[config.mk]
export PLATFORM = sky130hd
export DESIGN_NAME = qwp_quad_wiper
export DESIGN_NICKNAME = d
export VERILOG_FILES = /design/src/design/qwp_pkg.sv /design/src/design/qwp_sync.sv /design/src/design/qwp_tap_decode.sv /design/src/design/qwp_quad_wiper.sv
export VERILOG_INCLUDE_DIRS = /design/src /design/src/design
export SDC_FILE = /design/constraint.sdc
export NUM_CORES = 1
export LEC_CHECK = 0
export BUFFER_PORTS_ARGS = -buffer_cell sky130_fd_sc_hd__buf_2
export CAP_MARGIN = 5
export CORE_ASPECT_RATIO = 1.5
export CORE_MARGIN = 1.5
export CORE_UTILIZATION = 52
export DETAILED_ROUTE_END_ITERATION = 7
export PLACE_DENSITY = 0.8
export SKIP_LAST_GASP = 1
export SLEW_MARGIN = 20
export SYNTH_ARGS = -nofsm -noshare
export SYNTH_HDL_FRONTEND = slang
export SYNTH_SLANG_ARGS = --single-unit
[constraint.sdc]
create_clock -name sys_clk_i -period 3.9 [get_ports sys_clk_i]
set_clock_uncertainty 0.1 [all_clocks]
set_input_delay 0.585 -clock sys_clk_i [delete_from_list [all_inputs] [get_ports sys_clk_i]]
set_output_delay 0.585 -clock sys_clk_i [all_outputs]
set_load 0.005 [all_outputs]
[src/design/qwp_defines.svh]
`ifndef QWP_DEFINES_SVH
`define QWP_DEFINES_SVH

// Geometry
`define QWP_NUM_CH 4
`define QWP_NUM_SAVED 16
`define QWP_POS_W 6
`define QWP_TAPS 64
`define QWP_POS_MAX 6'h3f
`define QWP_POS_MIN 6'h00
`define QWP_POS_RST 6'h00
`define QWP_SAVED_RST 6'h00

// Target address: fixed upper bits, straps in the low four
`define QWP_ADDR_PREFIX 3'h2

// Instruction byte: opcode [7:4], channel [3:2], saved slot [1:0]
`define QWP_OP_RD_WIPER 4'h9
`define QWP_OP_WR_WIPER 4'ha
`define QWP_OP_RD_SAVED 4'hb
`define QWP_OP_WR_SAVED 4'hc
`define QWP_OP_RECALL 4'hd
`define QWP_OP_STORE 4'he
`define QWP_OP_INCDEC 4'h2

// Data byte bit that chooses the step direction in inc/dec mode
`define QWP_STEP_UP_BIT 0

`endif

[src/design/qwp_pkg.sv]
package qwp_pkg;

  typedef enum logic [2:0] {
    ST_IDLE,
    ST_RX,
    ST_ACK,
    ST_TX,
    ST_TXACK
  } qwp_state_e;

  typedef enum logic [1:0] {
    PH_ADDR,
    PH_INSTR,
    PH_DATA
  } qwp_phase_e;

  typedef logic [5:0] qwp_pos_t;
  typedef logic [23:0] qwp_pos_bus_t;
  typedef logic [255:0] qwp_tap_bus_t;

endpackage

[src/design/qwp_sync.sv]
`timescale 1ns/1ps
module qwp_sync #(
  parameter int W = 1
) (
  input wire logic sys_clk_i,
  input wire logic rstn_i,
  input wire logic [W-1:0] async_i,
  output logic [W-1:0] level_o,
  output logic [W-1:0] rise_o,
  output logic [W-1:0] fall_o
);
  import qwp_pkg::*;

  // Reset high: bus lines idle high, so no false edge at release
  logic [W-1:0] meta_r;
  logic [W-1:0] sync_r;
  logic [W-1:0] last_r;

  always_ff @(posedge sys_clk_i or negedge rstn_i) begin
    if (!rstn_i) begin
      meta_r <= '1;
      sync_r <= '1;
      last_r <= '1;
    end else begin
      meta_r <= async_i;
      sync_r <= meta_r;
      last_r <= sync_r;
    end
  end

  assign level_o = sync_r;
  assign rise_o = sync_r & ~last_r;
  assign fall_o = ~sync_r & last_r;

endmodule

[src/design/qwp_tap_decode.sv]
`timescale 1ns/1ps
`include "qwp_defines.svh"
module qwp_tap_decode (
  input wire logic sys_clk_i,
  input wire logic rstn_i,
  input wire qwp_pkg::qwp_pos_bus_t pos_i,
  output qwp_pkg::qwp_tap_bus_t tap_o
);
  import qwp_pkg::*;

  genvar ch;
  generate
    for (ch = 0; ch < `QWP_NUM_CH; ch++) begin : g_ch
      logic [`QWP_TAPS-1:0] tap_r;
      always_ff @(posedge sys_clk_i or negedge rstn_i) begin
        if (!rstn_i) begin
          tap_r <= 64'h1;
        end else begin
          tap_r <= 64'h1 << pos_i[ch*`QWP_POS_W +: `QWP_POS_W];
        end
      end
      assign tap_o[ch*`QWP_TAPS +: `QWP_TAPS] = tap_r;
    end
  endgenerate

endmodule

[src/design/qwp_quad_wiper.sv]
// Notes on behaviour
// Four 6-bit wiper position registers, independent.
// Sixteen 6-bit saved settings, four per channel.
// Power-up copies first saved setting into wiper.
// Answer only when address matches strap pins.
// Exactly one tap per channel, set by wiper.
// Wiper and saved registers readable and writable.
// Instructions copy between wiper and saved settings.
// Increment/decrement mode steps the wiper.
// Data line only pulls low or releases.
// Controller clock times every transfer.
// Steps are one tap, saturating at 0/63.
`timescale 1ns/1ps
`include "qwp_defines.svh"
module qwp_quad_wiper (
  input wire logic sys_clk_i,
  input wire logic rstn_i,
  input wire logic scl_i,
  input wire logic sda_i,
  output logic sda_o,
  output logic sda_oe_o,
  input wire logic [3:0] strap_address_pins_i,
  output qwp_pkg::qwp_pos_bus_t wiper_pos_o,
  output qwp_pkg::qwp_tap_bus_t wiper_tap_o
);
  import qwp_pkg::*;

  logic [5:0] pin_lvl;
  logic [5:0] pin_rise;
  logic [5:0] pin_fall;

  // Bus clock is only sampled; its edges pace the whole protocol
  qwp_sync #(.W(6)) u_sync (
    .sys_clk_i(sys_clk_i),
    .rstn_i(rstn_i),
    .async_i({strap_address_pins_i, sda_i, scl_i}),
    .level_o(pin_lvl),
    .rise_o(pin_rise),
    .fall_o(pin_fall)
  );

  logic scl_s;
  logic sda_s;
  logic scl_rise;
  logic scl_fall;
  logic start_det;
  logic stop_det;
  logic [3:0] strap_s;

  assign scl_s = pin_lvl[0];
  assign sda_s = pin_lvl[1];
  assign strap_s = pin_lvl[5:2];
  assign scl_rise = pin_rise[0];
  assign scl_fall = pin_fall[0];
  assign start_det = pin_fall[1] & scl_s;
  assign stop_det = pin_rise[1] & scl_s;

  qwp_state_e state_r;
  qwp_phase_e phase_r;
  logic [7:0] shift_r;
  logic [2:0] bitcnt_r;
  logic done_r;
  logic acc_r;
  logic rw_r;
  logic nack_r;
  logic sda_oe_r;
  logic [3:0] op_r;
  logic [1:0] ptr_ch_r;
  logic [1:0] ptr_slot_r;
  logic boot_r;
  logic [3:0][5:0] wiper_r;
  logic [15:0][5:0] saved_r;
  wire [3:0][5:0] wiper_nxt;
  wire [15:0][5:0] saved_nxt;

  logic [7:0] byte_nxt;
  logic [3:0] op_in;
  logic last_bit;
  logic addr_hit;
  logic op_ok;
  logic data_ok;
  logic instr_exec;
  logic data_exec;
  logic accept;
  logic [7:0] tx_byte;

  assign byte_nxt = {shift_r[6:0], sda_s};
  assign op_in = byte_nxt[7:4];
  assign last_bit = (state_r == ST_RX) && scl_rise && (bitcnt_r == 3'h7) && !done_r;
  assign addr_hit = byte_nxt[7:1] == {`QWP_ADDR_PREFIX, strap_s};
  assign op_ok = (op_in == `QWP_OP_RD_WIPER) || (op_in == `QWP_OP_WR_WIPER) ||
                 (op_in == `QWP_OP_RD_SAVED) || (op_in == `QWP_OP_WR_SAVED) ||
                 (op_in == `QWP_OP_RECALL) || (op_in == `QWP_OP_STORE) ||
                 (op_in == `QWP_OP_INCDEC);
  // Data bytes only make sense after a write or step instruction
  assign data_ok = (op_r == `QWP_OP_WR_WIPER) || (op_r == `QWP_OP_WR_SAVED) || (op_r == `QWP_OP_INCDEC);
  assign instr_exec = last_bit && (phase_r == PH_INSTR) && op_ok;
  assign data_exec = last_bit && (phase_r == PH_DATA) && data_ok;
  assign accept = (phase_r == PH_ADDR) ? addr_hit : (phase_r == PH_INSTR) ? op_ok : data_ok;
  assign tx_byte = ((op_r == `QWP_OP_RD_SAVED) || (op_r == `QWP_OP_WR_SAVED)) ?
                   {2'h0, saved_r[{ptr_ch_r, ptr_slot_r}]} : {2'h0, wiper_r[ptr_ch_r]};

  always_ff @(posedge sys_clk_i or negedge rstn_i) begin
    if (!rstn_i) begin
      state_r <= ST_IDLE;
      phase_r <= PH_ADDR;
      shift_r <= 8'h00;
      bitcnt_r <= 3'h0;
      done_r <= 1'b0;
      acc_r <= 1'b0;
      rw_r <= 1'b0;
      nack_r <= 1'b0;
      sda_oe_r <= 1'b0;
    end else if (stop_det) begin
      state_r <= ST_IDLE;
      sda_oe_r <= 1'b0;
    end else if (start_det) begin
      state_r <= ST_RX;
      phase_r <= PH_ADDR;
      bitcnt_r <= 3'h0;
      done_r <= 1'b0;
      sda_oe_r <= 1'b0;
    end else begin
      unique case (state_r)
        ST_IDLE: begin
        end
        ST_RX: begin
          if (scl_rise && !done_r) begin
            shift_r <= byte_nxt;
            bitcnt_r <= bitcnt_r + 3'h1;
            if (bitcnt_r == 3'h7) begin
              done_r <= 1'b1;
              acc_r <= accept;
              if (phase_r == PH_ADDR) begin
                rw_r <= sda_s;
              end
            end
          end else if (scl_fall && done_r) begin
            done_r <= 1'b0;
            bitcnt_r <= 3'h0;
            if (acc_r) begin
              state_r <= ST_ACK;
              sda_oe_r <= 1'b1;
            end else begin
              // Foreign address or bad byte: stay off the line till next start
              state_r <= ST_IDLE;
            end
          end
        end
        ST_ACK: begin
          if (scl_fall) begin
            if (phase_r == PH_ADDR && rw_r) begin
              state_r <= ST_TX;
              shift_r <= tx_byte;
              sda_oe_r <= ~tx_byte[7];
              nack_r <= 1'b0;
            end else begin
              state_r <= ST_RX;
              sda_oe_r <= 1'b0;
              phase_r <= (phase_r == PH_ADDR) ? PH_INSTR : PH_DATA;
            end
          end
        end
        ST_TX: begin
          if (scl_fall) begin
            if (bitcnt_r == 3'h7) begin
              state_r <= ST_TXACK;
              sda_oe_r <= 1'b0;
              bitcnt_r <= 3'h0;
            end else begin
              shift_r <= {shift_r[6:0], 1'b0};
              sda_oe_r <= ~shift_r[6];
              bitcnt_r <= bitcnt_r + 3'h1;
            end
          end
        end
        ST_TXACK: begin
          if (scl_rise) begin
            nack_r <= sda_s;
          end else if (scl_fall) begin
            if (nack_r) begin
              state_r <= ST_IDLE;
            end else begin
              state_r <= ST_TX;
              shift_r <= tx_byte;
              sda_oe_r <= ~tx_byte[7];
            end
          end
        end
      endcase
    end
  end

  always_ff @(posedge sys_clk_i or negedge rstn_i) begin
    if (!rstn_i) begin
      op_r <= `QWP_OP_RD_WIPER;
      ptr_ch_r <= 2'h0;
      ptr_slot_r <= 2'h0;
    end else if (instr_exec) begin
      op_r <= op_in;
      ptr_ch_r <= byte_nxt[3:2];
      ptr_slot_r <= byte_nxt[1:0];
    end
  end

  genvar ch, e;
  generate
    for (ch = 0; ch < `QWP_NUM_CH; ch++) begin : g_wiper
      logic sel;
      logic wr;
      logic rc;
      logic step;
      logic [5:0] cur;
      logic [5:0] stepped;
      assign cur = wiper_r[ch];
      assign sel = ptr_ch_r == 2'(ch);
      assign wr = data_exec && (op_r == `QWP_OP_WR_WIPER) && sel;
      assign rc = instr_exec && (op_in == `QWP_OP_RECALL) && (byte_nxt[3:2] == 2'(ch));
      assign step = data_exec && (op_r == `QWP_OP_INCDEC) && sel;
      // Saturate rather than wrap so a runaway step never jumps end to end
      assign stepped = byte_nxt[`QWP_STEP_UP_BIT] ?
                       ((cur == `QWP_POS_MAX) ? cur : cur + 6'h01) :
                       ((cur == `QWP_POS_MIN) ? cur : cur - 6'h01);
      assign wiper_nxt[ch] = boot_r ? saved_r[4*ch] :
                             rc ? saved_r[byte_nxt[3:0]] :
                             wr ? byte_nxt[5:0] :
                             step ? stepped : cur;
    end
    for (e = 0; e < `QWP_NUM_SAVED; e++) begin : g_saved
      logic wr;
      logic st;
      assign wr = data_exec && (op_r == `QWP_OP_WR_SAVED) && ({ptr_ch_r, ptr_slot_r} == 4'(e));
      assign st = instr_exec && (op_in == `QWP_OP_STORE) && (byte_nxt[3:0] == 4'(e));
      assign saved_nxt[e] = st ? wiper_r[e/4] : wr ? byte_nxt[5:0] : saved_r[e];
    end
  endgenerate

  // Saved settings model non-volatile cells; reset stands in for their content
  always_ff @(posedge sys_clk_i or negedge rstn_i) begin
    if (!rstn_i) begin
      saved_r <= {16{`QWP_SAVED_RST}};
    end else begin
      saved_r <= saved_nxt;
    end
  end

  always_ff @(posedge sys_clk_i or negedge rstn_i) begin
    if (!rstn_i) begin
      boot_r <= 1'b1;
      wiper_r <= {4{`QWP_POS_RST}};
    end else begin
      boot_r <= 1'b0;
      wiper_r <= wiper_nxt;
    end
  end

  qwp_tap_decode u_taps (
    .sys_clk_i(sys_clk_i),
    .rstn_i(rstn_i),
    .pos_i(wiper_r),
    .tap_o(wiper_tap_o)
  );

  assign sda_o = 1'b0;
  assign sda_oe_o = sda_oe_r;
  assign wiper_pos_o = wiper_r;

  // Helper history for the checks below
  logic [3:0][5:0] wiper_q;
  logic [1:0] ptr_q;
  logic [7:0] byte_q;
  logic ev_q;
  always_ff @(posedge sys_clk_i or negedge rstn_i) begin
    if (!rstn_i) begin
      wiper_q <= {4{`QWP_POS_RST}};
      ptr_q <= 2'h0;
      byte_q <= 8'h00;
      ev_q <= 1'b0;
    end else begin
      wiper_q <= wiper_r;
      ptr_q <= ptr_ch_r;
      byte_q <= byte_nxt;
      ev_q <= scl_fall || start_det || stop_det;
    end
  end
endmodule

**Word-level counts from Yosys, hierarchy flattened**

Index checks and enable logic that the tools add are counted.

- $add $sub $neg: 9
- $lt $le $gt $ge: 3
- Equality and inequality tests: 89
- Shift-type cells: 4
- Mux-type cells: 124
- Bitwise gates (word level): 10
- Reductions and logical operators: 119

Operators by type and width:

| kind | number |
|---|---|
| $mux W6 | 64 |
| $shl A1 B6 Y64 const A | 4 |
| $eq A4 B4 Y1 const B | 25 |
| $logic_and A1 B1 Y1 | 59 |
| $mux W7 | 8 |
| $bmux W6 S4 | 2 |
| $mux W3 | 14 |
| $reduce_bool A2 Y1 | 20 |
| $eq A4 B3 Y1 const B | 8 |
| $ne A4 B4 Y1 const B | 8 |
| $pmux W7 S4 | 1 |
| $add A6 B1 Y6 const B | 4 |
| $eq A4 B2 Y1 const B | 6 |
| $eq A6 B6 Y1 const B | 4 |
| $logic_not A6 Y1 | 4 |
| $sub A6 B1 Y6 const B | 4 |
| $mux W1 | 22 |
| $ne A5 B4 Y1 const B | 4 |
| $ne A5 B5 Y1 const B | 4 |
| $reduce_bool A4 Y1 | 5 |
| $ne A2 B2 Y1 const B | 9 |
| $mux W2 | 8 |
| $bmux W6 S2 | 1 |
| $pmux W3 S4 | 1 |
| other kinds (35) | 69 |

- Register bits after elaboration: 419
- Input port bits: 8
- Word-level logic and storage cells: 398

**Depth between registers and ports, before layout**

Gate-level depths: netlist of the first run.

- Depth in word-level cells: 13
- Mapped depth: 12
- Depth with buffers taken out: 8

**Hierarchy**

From an unflattened synthesis of the first run, not the netlist that was laid out.

- Cells, all modules: 1802
- Area total of the unflattened synthesis: 19611.3 um^2

Modules (own cells, without submodules):

| module | instances | cells each | area each (um^2) | seq. area each (um^2) |
|---|---|---|---|---|
| qwp_quad_wiper | 1 | 1136 | 10752.8 | 3732.3 |
| qwp_tap_decode | 1 | 636 | 8280.4 | 6411.1 |
| qwp_sync | 1 | 30 | 578.1 | 473.0 |

**Least setup slack after synthesis of the first run**

No wires, ideal clock.

- Path kind: reg-to-reg
- From: register u_sync.sync_r[1] (netlist: u_sync.level_o[1])
- To: register wiper_r (netlist bit g_wiper[0].cur[5])
- Arrival: 3.645 ns
- Required time: 3.710 ns
- Setup slack: 0.065 ns
- Cell stages (with the launch flop): 13
- Path buffers: 4
- Cells stage by stage: dfstp_2 > buf_4 > buf_4 > inv_1 > buf_1 > clkbuf_1 > ha_1 > a211oi_1 > o21bai_1 > a21oi_1 > xnor2_1 > or4b_2 > o221ai_1

- Word-level cells in the longest chain between the ends: 5
- Elaborated cells between the ends (all ways): 10
- Those cells by class: 2 x eq/ne; 7 x mux; 1 x reduce/logical

RTL lines:

| element | line | RTL |
|---|---|---|
| start: declaration | qwp_sync.sv:16 | `logic [W-1:0] sync_r;` |
| start signal: assignment | qwp_sync.sv:26 | `sync_r <= meta_r;` |
| branches (longest 5 deep; another with $bmux W6 S4) | n/a |  |
| end signal: assignment | qwp_quad_wiper.sv:250 | `` wiper_r <= {4{`QWP_POS_RST}}; `` |
| end signal: assignment | qwp_quad_wiper.sv:253 | `wiper_r <= wiper_nxt;` |
| end: declaration | qwp_quad_wiper.sv:71 | `logic [3:0][5:0] wiper_r;` |

Several ways; the timed one is not identified. The select of a mux whose other input is x is not followed.
A chain may end at the register's enable or synchronous reset.

**Worst setup path after layout of the first run**

- From: register bitcnt_r[0]
- To: register saved_r[26] (netlist name)

- Word-level cells in the longest chain between the ends: 8
- Elaborated cells between the ends (all ways): 13
- Those cells by class: 1 x eq/ne; 1 x mux; 11 x reduce/logical

RTL lines:

| element | line | RTL |
|---|---|---|
| start: declaration | qwp_quad_wiper.sv:61 | `logic [2:0] bitcnt_r;` |
| start signal: assignment | qwp_quad_wiper.sv:130 | `bitcnt_r <= bitcnt_r + 3'h1;` |
| start signal: assignment | qwp_quad_wiper.sv:173 | `bitcnt_r <= bitcnt_r + 3'h1;` |
| $eq A3 B3 Y1 * | qwp_quad_wiper.sv:89 | `assign last_bit = (state_r == ST_RX) && scl_rise && (bitcnt_r == 3'h7) && !done_r;` |
| $logic_and A1 B1 Y1 * (2 in a row) | qwp_quad_wiper.sv:89 |  |
| $logic_and A1 B1 Y1 (on tied branches) (2 in a row) | qwp_quad_wiper.sv:97, qwp_quad_wiper.sv:98 |  |
| $logic_and A1 B1 Y1 (on tied branches) (2 in a row) | qwp_quad_wiper.sv:233, qwp_quad_wiper.sv:232 |  |
| $mux W6 or $reduce_bool A2 Y1 (tied branches) | n/a |  |
| end signal: assignment | qwp_quad_wiper.sv:241 | `` saved_r <= {16{`QWP_SAVED_RST}}; `` |
| end signal: assignment | qwp_quad_wiper.sv:243 | `saved_r <= saved_nxt;` |
| end: declaration | qwp_quad_wiper.sv:72 | `logic [15:0][5:0] saved_r;` |

Every way passes the cells marked *; elsewhere a longest branch is shown, timed or not.

==> results of run 1 <==
==> stage by stage <==
step           total power [uW]  hold slack, ps  utilization [%]
2_1_floorplan              5900             189                -
3_3_place_gp               6780             247             58.5
3_5_place_dp               6820             248             58.5
4_1_cts                   10800            20.9             62.3
5_1_grt                   11200            23.8             62.3
6_report                  10900            30.6             62.3
==> cell type report <==
cell class | instances | area [sq um]
well taps | 484 | 606
multi-input cells | 1288 | 8100
diodes | 1 | 2.50
repair buffers | 366 | 2110
flip-flops and latches | 419 | 10500
clock buffers | 51 | 1100
clock inverters | 21 | 265
fillers | 2948 | 13800
inverters | 21 | 78.8
==> kinds of logic (layout without fill, tap and decap cells) <==
group	Yosys count	after routing	share of synthesized area, %
DFF	419	419	54.7
and+or+nand+nor	849	849	20.8
muxes	81	81	8.20
xor gates and xnor gates	24	24	1.09
AOI/OAI and AO/OA	309	309	10.4
buffers and inverters	144	459	3.19
adders and majority gates	23	23	1.64
other	1	3	0.0195
==> cells in the mapped netlist (7+ instances only) <==
library cell	n	area (sq um)
nand3_1	40	200
or4_1	10	75.1
a22oi_1	36	270
o22ai_1	13	81.3
xor2_1	7	61.3
a31oi_1	16	100
clkbuf_1	78	293
ha_1	18	225
o21ai_0	94	470
mux2_2	11	124
o211ai_1	9	67.6
nand2b_1	42	263
mux4_2	60	1350
a21oi_1	51	255
nand4_1	12	75.1
a22o_1	7	61.3
nor4_1	19	119
a211oi_1	17	128
nor2_1	317	1190
mux2i_1	10	100
xnor2_1	17	149
dfrtp_1	398	9960
buf_2	27	135
inv_1	20	75.1
nand2_1	219	822
dfstp_2	21	552
or3_1	7	43.8
buf_1	9	33.8
o31ai_1	9	67.6
nor3_1	98	490
or2_2	14	87.6
nor2b_1	21	131
==> how the worst max path moves through the flow <==
stage | depth (start not counted) | from | end | slack [ps]
floorplan | 12 | u_sync.level_o[1] | g_wiper[0].cur[5] | 60
global placement | 8 | bitcnt_r[0] | g_wiper[2].cur[5] | 840
detailed placement | 8 | bitcnt_r[0] | saved_r[89] | 770
CTS | 8 | bitcnt_r[0] | saved_r[89] | 750
global route | 8 | bitcnt_r[0] | g_wiper[3].cur[0] | 500
finish | 8 | bitcnt_r[0] | saved_r[26] | 690
==> routing by layer <==
layer / vias to the layer above / part of all wire [%] / GRT usage (%)
met1: 8066 / 35 / 38.0
met4: 2 / 8.5 / 24.3
met5: - / 0.019 / 0
li1: 7085 / - / -
met2: 979 / 49 / 54.1
met3: 313 / 8.1 / 5.37
==> registers in the layout, summed over array words and instances, names as in the netlist <==
register and cells:
acc_r 1, bitcnt_r 3, boot_r 1, done_r 1, g_wiper.cur 24, nack_r 1, op_r 4, phase_r 2
ptr_ch_r 2, ptr_slot_r 2, rw_r 1, saved_r 96, sda_oe_o 1, shift_r 7, state_r 3, u_sync.last_r 2
u_sync.level_o 6, u_sync.meta_r 6, u_taps.g_ch.tap_r 256
==> power by group through the flow <==
stage / clock, uW / combinational [uW] / sequential (uW)
finish: 4060 / 2060 / 4770
global route: 4280 / 2180 / 4780
CTS: 4090 / 2000 / 4760
detailed placement: 0 / 1990 / 4830
global placement: 0 / 1960 / 4830
floorplan: 0 / 1190 / 4710
==> load_flow_metrics.sql, run 1 <==
INSERT INTO impl_metrics (metric_group, metric, value, unit) VALUES
('sta', 'finalMaxSlewViolations', '0', ''),
('synthesis', 'synth_flop_cell', 'dfrtp_1', ''),
('pwr', 'power.share.sequential', '43.8', '%'),
('floorplanning', 'core_area', '36600', 'sq um'),
('clock_network', 'cts-buffers-inserted', '39', ''),
('detailed_routing', 'avgViaCountPerCell', '6.20', ''),
('critical_path', 'timing.rr.end', 'saved_r[26]', ''),
('sta', 'finalSetupTns', '0', 'ps'),
('detailed_routing', 'drt_drc_violations_left', '0', ''),
('placement', 'io_buffers', '288', ''),
('hold_path', 'worstHoldPathType', 'in -> reg', ''),
('detailed_routing', 'postRouteWirelength', '62100', 'microns'),
('sta', 'remaining_max_slew_budget_at_the_tightest_pin', '25.8', '%'),
('detailed_routing', 'drt-pass1-iter-count', '5', ''),
('synthesis', 'post_synth_instance_area', '19200', 'sq um'),
('detailed_routing', 'postRouteAntennaNets', '0', ''),
('synthesis', 'postSynthAreaPerCell', '10.4', 'sq um'),
('floorplanning', 'die_w', '160', 'microns'),
('sta', 'unrepaired_setup_endpoints_after_global_routing', 'false', ''),
('clock_network', 'post_cts_hold_buffer_count', '1', ''),
('pwr', 'power.internal', '7490', 'uW'),
('synthesis', 'post_synth_num_cell_types', '79', ''),
('pwr', 'vdd_ir_drop_max', '309', 'uV'),
('critical_path', 'criticalPathCategory', 'reg -> reg', ''),
('pwr', 'total_leakage_power', '0.0109', 'uW'),
('synthesis', 'syn-instance-count', '1850', ''),
('clock_network', 'ctsResizeCount', '0', ''),
('clock_network', 'path_clk_slew', '70', 'ps'),
('synthesis', 'synth-edff-count', '0', ''),
('final_layout', 'final_cell_area', '22800', 'sq um'),
('clock_network', 'clock_tree.htree_level_count', '2', ''),
('final_layout', 'design.final.nets', '2165', ''),
('status', 'run_status', 'finished clean', ''),
('critical_path', 'largest_delay_share_family_worst_path', 'simple AND/OR/NAND/NOR gates', ''),
('pwr', 'swShare', '31.2', '%'),
('final_layout', 'most-common-layout-cells', 'dfrtp_1 (398), nor2_1 (317), buf_2 (287)', ''),
('placement', 'dp_cells', '2577', ''),
('hold_path', 'hp-start', 'scl_i', ''),
('final_layout', 'flow.area_growth_from_synthesis', '18.6', '%'),
('final_layout', 'post_layout_nonfiller_instances', '2651', ''),
('synthesis', 'synth.ff_latch_count', '419', ''),
('clock_network', 'clock_tree_from_tritoncts', 'built', ''),
('sta', 'finalHoldViolations', '0', ''),
('placement', 'dp.final_hpwl', '43700', 'microns'),
('final_layout', 'most_common_library_cell_in_the_layout_ignoring_fill_and_taps', 'dfrtp_1', ''),
('sta', 'final_worst_path_period_share', '82.3', '%'),
('sta', 'setup_viol', '0', ''),
('clock_network', 'postCtsSetupRepairBufs', '0', ''),
('floorplanning', 'fp-row-count', '86', ''),
('critical_path', 'regToRegSetupSlack', '690', 'ps'),
('detailed_routing', 'detail_route.iter0.violations', '1463', ''),
('detailed_routing', 'vias', '16400', ''),
('clock_network', 'cts_sinks', '419', ''),
('global_route', 'grt_antenna_before_repair', '2', ''),
('critical_path', 'highest_net_fanout_along_the_worst_path', '17', ''),
('critical_path', 'crit_path_end_kind', 'flip-flop', ''),
('sta', 'max_freq', '0.312', 'GHz'),
('critical_path', 'setup.worst_path.start_class', 'flip-flop', ''),
('floorplanning', 'starting_utilization_of_the_core_area', '52.5', '%'),
('global_route', 'globalRouteOverflowTotal', '0', ''),
('final_layout', 'drive_above_1_share', '25.8', '%'),
('global_route', 'vias_in_the_first_global_route', '16200', ''),
('synthesis', 'synthArstFlopShare', '100', '%'),
('floorplanning', 'floorplan.die_area', '38100', 'sq um'),
('detailed_routing', 'wire_per_inst', '23.4', 'microns'),
('hold_path', 'hold-path-cell-count', '1', ''),
('global_route', 'grtUsageTotal', '32.5', '%'),
('global_route', 'grt_first_pass_wirelength', '94500', 'microns'),
('pwr', 'netSwitchingPower', '3400', 'uW'),
('synthesis', 'yosys_warnings', '0', ''),
('sta', 'post-route-worst-setup-slack', '691', 'ps');
(Power assumes the default switching activity.)
==> inputs of run 2 (changes only) <==
==> constraint.sdc (replaced) <==
create_clock -name sys_clk_i -period 2.7 [get_ports sys_clk_i]
set_clock_uncertainty 0.1 [all_clocks]
set_input_delay 0.405 -clock sys_clk_i [delete_from_list [all_inputs] [get_ports sys_clk_i]]
set_output_delay 0.405 -clock sys_clk_i [all_outputs]
set_load 0.005 [all_outputs]
==> run 2 against run 1 <==
Effect of this change: the run now ends with negative setup slack left; die area unchanged; clock-buffer cell count decreased by 3; global-route usage rose by 0.94 points; worst setup slack lost 770 ps; sequential share of layout area fell by 2.0 points; largest power group unchanged.
==> load_flow_metrics.sql, run 2 (synthesis results as in run 1) <==
INSERT INTO impl_metrics (metric_group, metric, value, unit) VALUES
('status', 'failed_checks', 'negative setup slack', ''),
('placement', 'weighted_congestion_at_the_end_of_routability_driven_global_placement', '1.02', ''),
('final_layout', 'most_common_library_cell_in_the_layout_ignoring_fill_and_taps', 'dfrtp_1', ''),
('sta', 'setup_viol', '7', ''),
('detailed_routing', 'vias', '16800', ''),
('sta', 'finalHoldViolations', '0', ''),
('placement', 'placement.setup.worst_slack', '-72.7', 'ps'),
('global_route', 'grt_first_pass_wirelength', '97200', 'microns'),
('floorplanning', 'core_area', '36600', 'sq um'),
('global_route', 'grt_antenna_before_repair', '0', ''),
('floorplanning', 'die_w', '160', 'microns'),
('hold_path', 'worstHoldPathType', 'reg -> reg', ''),
('critical_path', 'timing.rr.end', 'saved_r[59]', ''),
('hold_path', 'worstHoldEndpoint', 'u_sync.level_o[5]', ''),
('pwr', 'power_per_cell_area', '665', 'nW/um^2'),
('critical_path', 'cp_data_required_time', '3010', 'ps'),
('placement', 'dp.final_hpwl', '46500', 'microns'),
('clock_network', 'cts_max_path_buffers', '3', ''),
('final_layout', 'flow.area_growth_from_synthesis', '23.8', '%'),
('critical_path', 'setup.worst_path.start_class', 'flip-flop', ''),
('detailed_routing', 'postRouteWirelength', '63800', 'microns'),
('floorplanning', 'fp-row-count', '86', ''),
('clock_network', 'clock-root-buffer', 'clkbuf_16', ''),
('floorplanning', 'top_level_pins', '290', ''),
('critical_path', 'highest_net_fanout_along_the_worst_path', '20', ''),
('clock_network', 'clock_insertion_delay_worst_skew', '540', 'ps'),
('final_layout', 'register_name_with_the_most_flops', 'u_taps.g_ch.tap_r', ''),
('global_route', 'globalRouteOverflowTotal', '0', ''),
('final_layout', 'n_antenna_cell', '0', ''),
('floorplanning', 'starting_utilization_of_the_core_area', '52.5', '%'),
('floorplanning', 'floorplan.die_area', '38100', 'sq um'),
('floorplanning', 'die_height', '238', 'microns'),
('pwr', 'report.power.total', '15800', 'uW'),
('detailed_routing', 'drt-pass1-iter-count', '6', ''),
('sta', 'period_minus_slack', '2780', 'ps'),
('status', 'run_status', 'finished, violations left', ''),
('clock_network', 'cts-buffers-inserted', '39', ''),
('clock_network', 'clock_tree_from_tritoncts', 'built', ''),
('final_layout', 'largest_register_ffs', '256', ''),
('final_layout', 'drive_above_1_share', '30.0', '%'),
('critical_path', 'crit_path_end_kind', 'flip-flop', ''),
('global_route', 'vias_in_the_first_global_route', '16900', ''),
('clock_network', 'path_clk_slew', '60', 'ps'),
('detailed_routing', 'postRouteAntennaNets', '0', ''),
('job', 'max_cap_violations', '0', ''),
('detailed_routing', 'drt_drc_violations_left', '0', ''),
('critical_path', 'criticalPathCategory', 'reg -> reg', ''),
('pwr', 'swShare', '30.8', '%'),
('pwr', 'vdd_ir_drop_max', '496', 'uV'),
('critical_path', 'regToRegSetupSlack', '-80', 'ps'),
('sta', 'remaining_max_slew_budget_at_the_tightest_pin', '51.3', '%'),
('sta', 'post-route-worst-setup-slack', '-81.2', 'ps'),
('hold_path', 'hp-start', 'u_sync.meta_r[5]', ''),
('detailed_routing', 'wire_per_inst', '23.2', 'microns'),
('global_route', 'grtUsageTotal', '33.4', '%'),
('detailed_routing', 'avgViaCountPerCell', '6.11', ''),
('placement', 'io_buffers', '288', ''),
('sta', 'tightestPinTransition', '724', 'ps'),
('sta', 'unrepaired_setup_endpoints_after_global_routing', 'true', ''),
('pwr', 'p_comb_share', '20.9', '%'),
('global_route', 'grt_max_degree', '95', ''),
('pwr', 'power.share.sequential', '43.0', '%'),
('pwr', 'total_leakage_power', '0.0115', 'uW'),
('critical_path', 'regToRegStartpoint', 'bitcnt_r[0]', ''),
('clock_network', 'cts_sinks', '419', ''),
('final_layout', 'nFillCells', '2827', ''),
('final_layout', 'design.final.nets', '2266', ''),
('sta', 'max_freq', '0.360', 'GHz'),
('clock_network', 'clock_tree.htree_level_count', '2', ''),
('pwr', 'clock_power_share', '36.1', '%'),
('detailed_routing', 'detail_route.iter0.violations', '1491', ''),
('pwr', 'netSwitchingPower', '4870', 'uW'),
('critical_path', 'worst-endpoint-arrival', '3090', 'ps'),
('critical_path', 'reg2regPathDepth', '11', ''),
('pwr', 'power.internal', '11000', 'uW'),
('sta', 'final_worst_path_period_share', '103', '%'),
('final_layout', 'most-common-layout-cells', 'dfrtp_1 (398), nor2_1 (317), buf_2 (287)', ''),
('hold_path', 'hold-path-cell-count', '0', ''),
('sta', 'finalMaxSlewViolations', '0', '');
## run 2: how the worst max path moves through the flow
stage                                 start           endpoint  cells after the start
after CTS                       bitcnt_r[0]        saved_r[44]                     10
after floorplan           u_sync.level_o[1]  g_wiper[0].cur[5]                     12
final                           bitcnt_r[0]        saved_r[59]                     11
after global placement          bitcnt_r[0]        saved_r[38]                     10
after global routing            bitcnt_r[1]        saved_r[92]                     10
after detailed placement        bitcnt_r[0]  g_wiper[2].cur[5]                     10
## run 2: what timing repair did
action	CTS	global route
gates resized for setup	5	30
endpoints found under the hold margin	42	0
endpoints found under the setup margin	22	68
hold buffers	7	0
pin swaps	0	5
setup buffers	0	4
## run 2: power groups by stage
stage | Clock, uW | Sequential [uW] | Combinational, uW
floorplan | 0 | 6800 | 1750
global placement | 0 | 6910 | 3140
detailed placement | 0 | 6910 | 3180
CTS | 5790 | 6790 | 3230
global route | 6050 | 6820 | 3510
finish | 5710 | 6810 | 3310
## run 2: cell type report
cell class / instances / area [sq um] / share of cell area (%)
Sequential cell: 419 / 10500 / 44.2
Inverter: 21 / 86.3 / 0.363
Timing Repair Buffer: 467 / 2990 / 12.6
Multi-Input combinational cell: 1288 / 8280 / 34.8
Clock inverter: 20 / 258 / 1.08
Clock buffer: 48 / 1070 / 4.50
Tap cell: 484 / 606 / 2.54
## run 2: layer usage
layer	track usage, %	routed length (microns)
met5	0	0
met4	20.7	4580
met3	4.45	4610
met2	58.5	32200
met1	39.0	22400
## run 2: critical path, stage by stage (launching register included)
cell and delay (ps):
dfrtp_1 350, ha_1 150, ha_1 150, and4bb_2 280
buf_4 170, nand4_1 150, buf_12 200, nor3_1 600
nor2_1 170, buf_4 190, nand2_1 70, nand2_1 60
## run 2: metrics by stage
stage / instances / instance area, sq um / utilization [%] / hold WS (ps) / setup TNS, ps
global placement: 2668 / 22200 / 60.7 / 246 / -4.88
global route: 2747 / 23800 / 65.0 / 262 / -6250
detailed placement: 2668 / 22200 / 60.7 / 247 / -343
finish: 2747 / 23800 / 65.0 / 254 / -347
CTS: 2743 / 23600 / 64.6 / 255 / -171
floorplan: 1851 / 19300 / - / 9.41 / -282
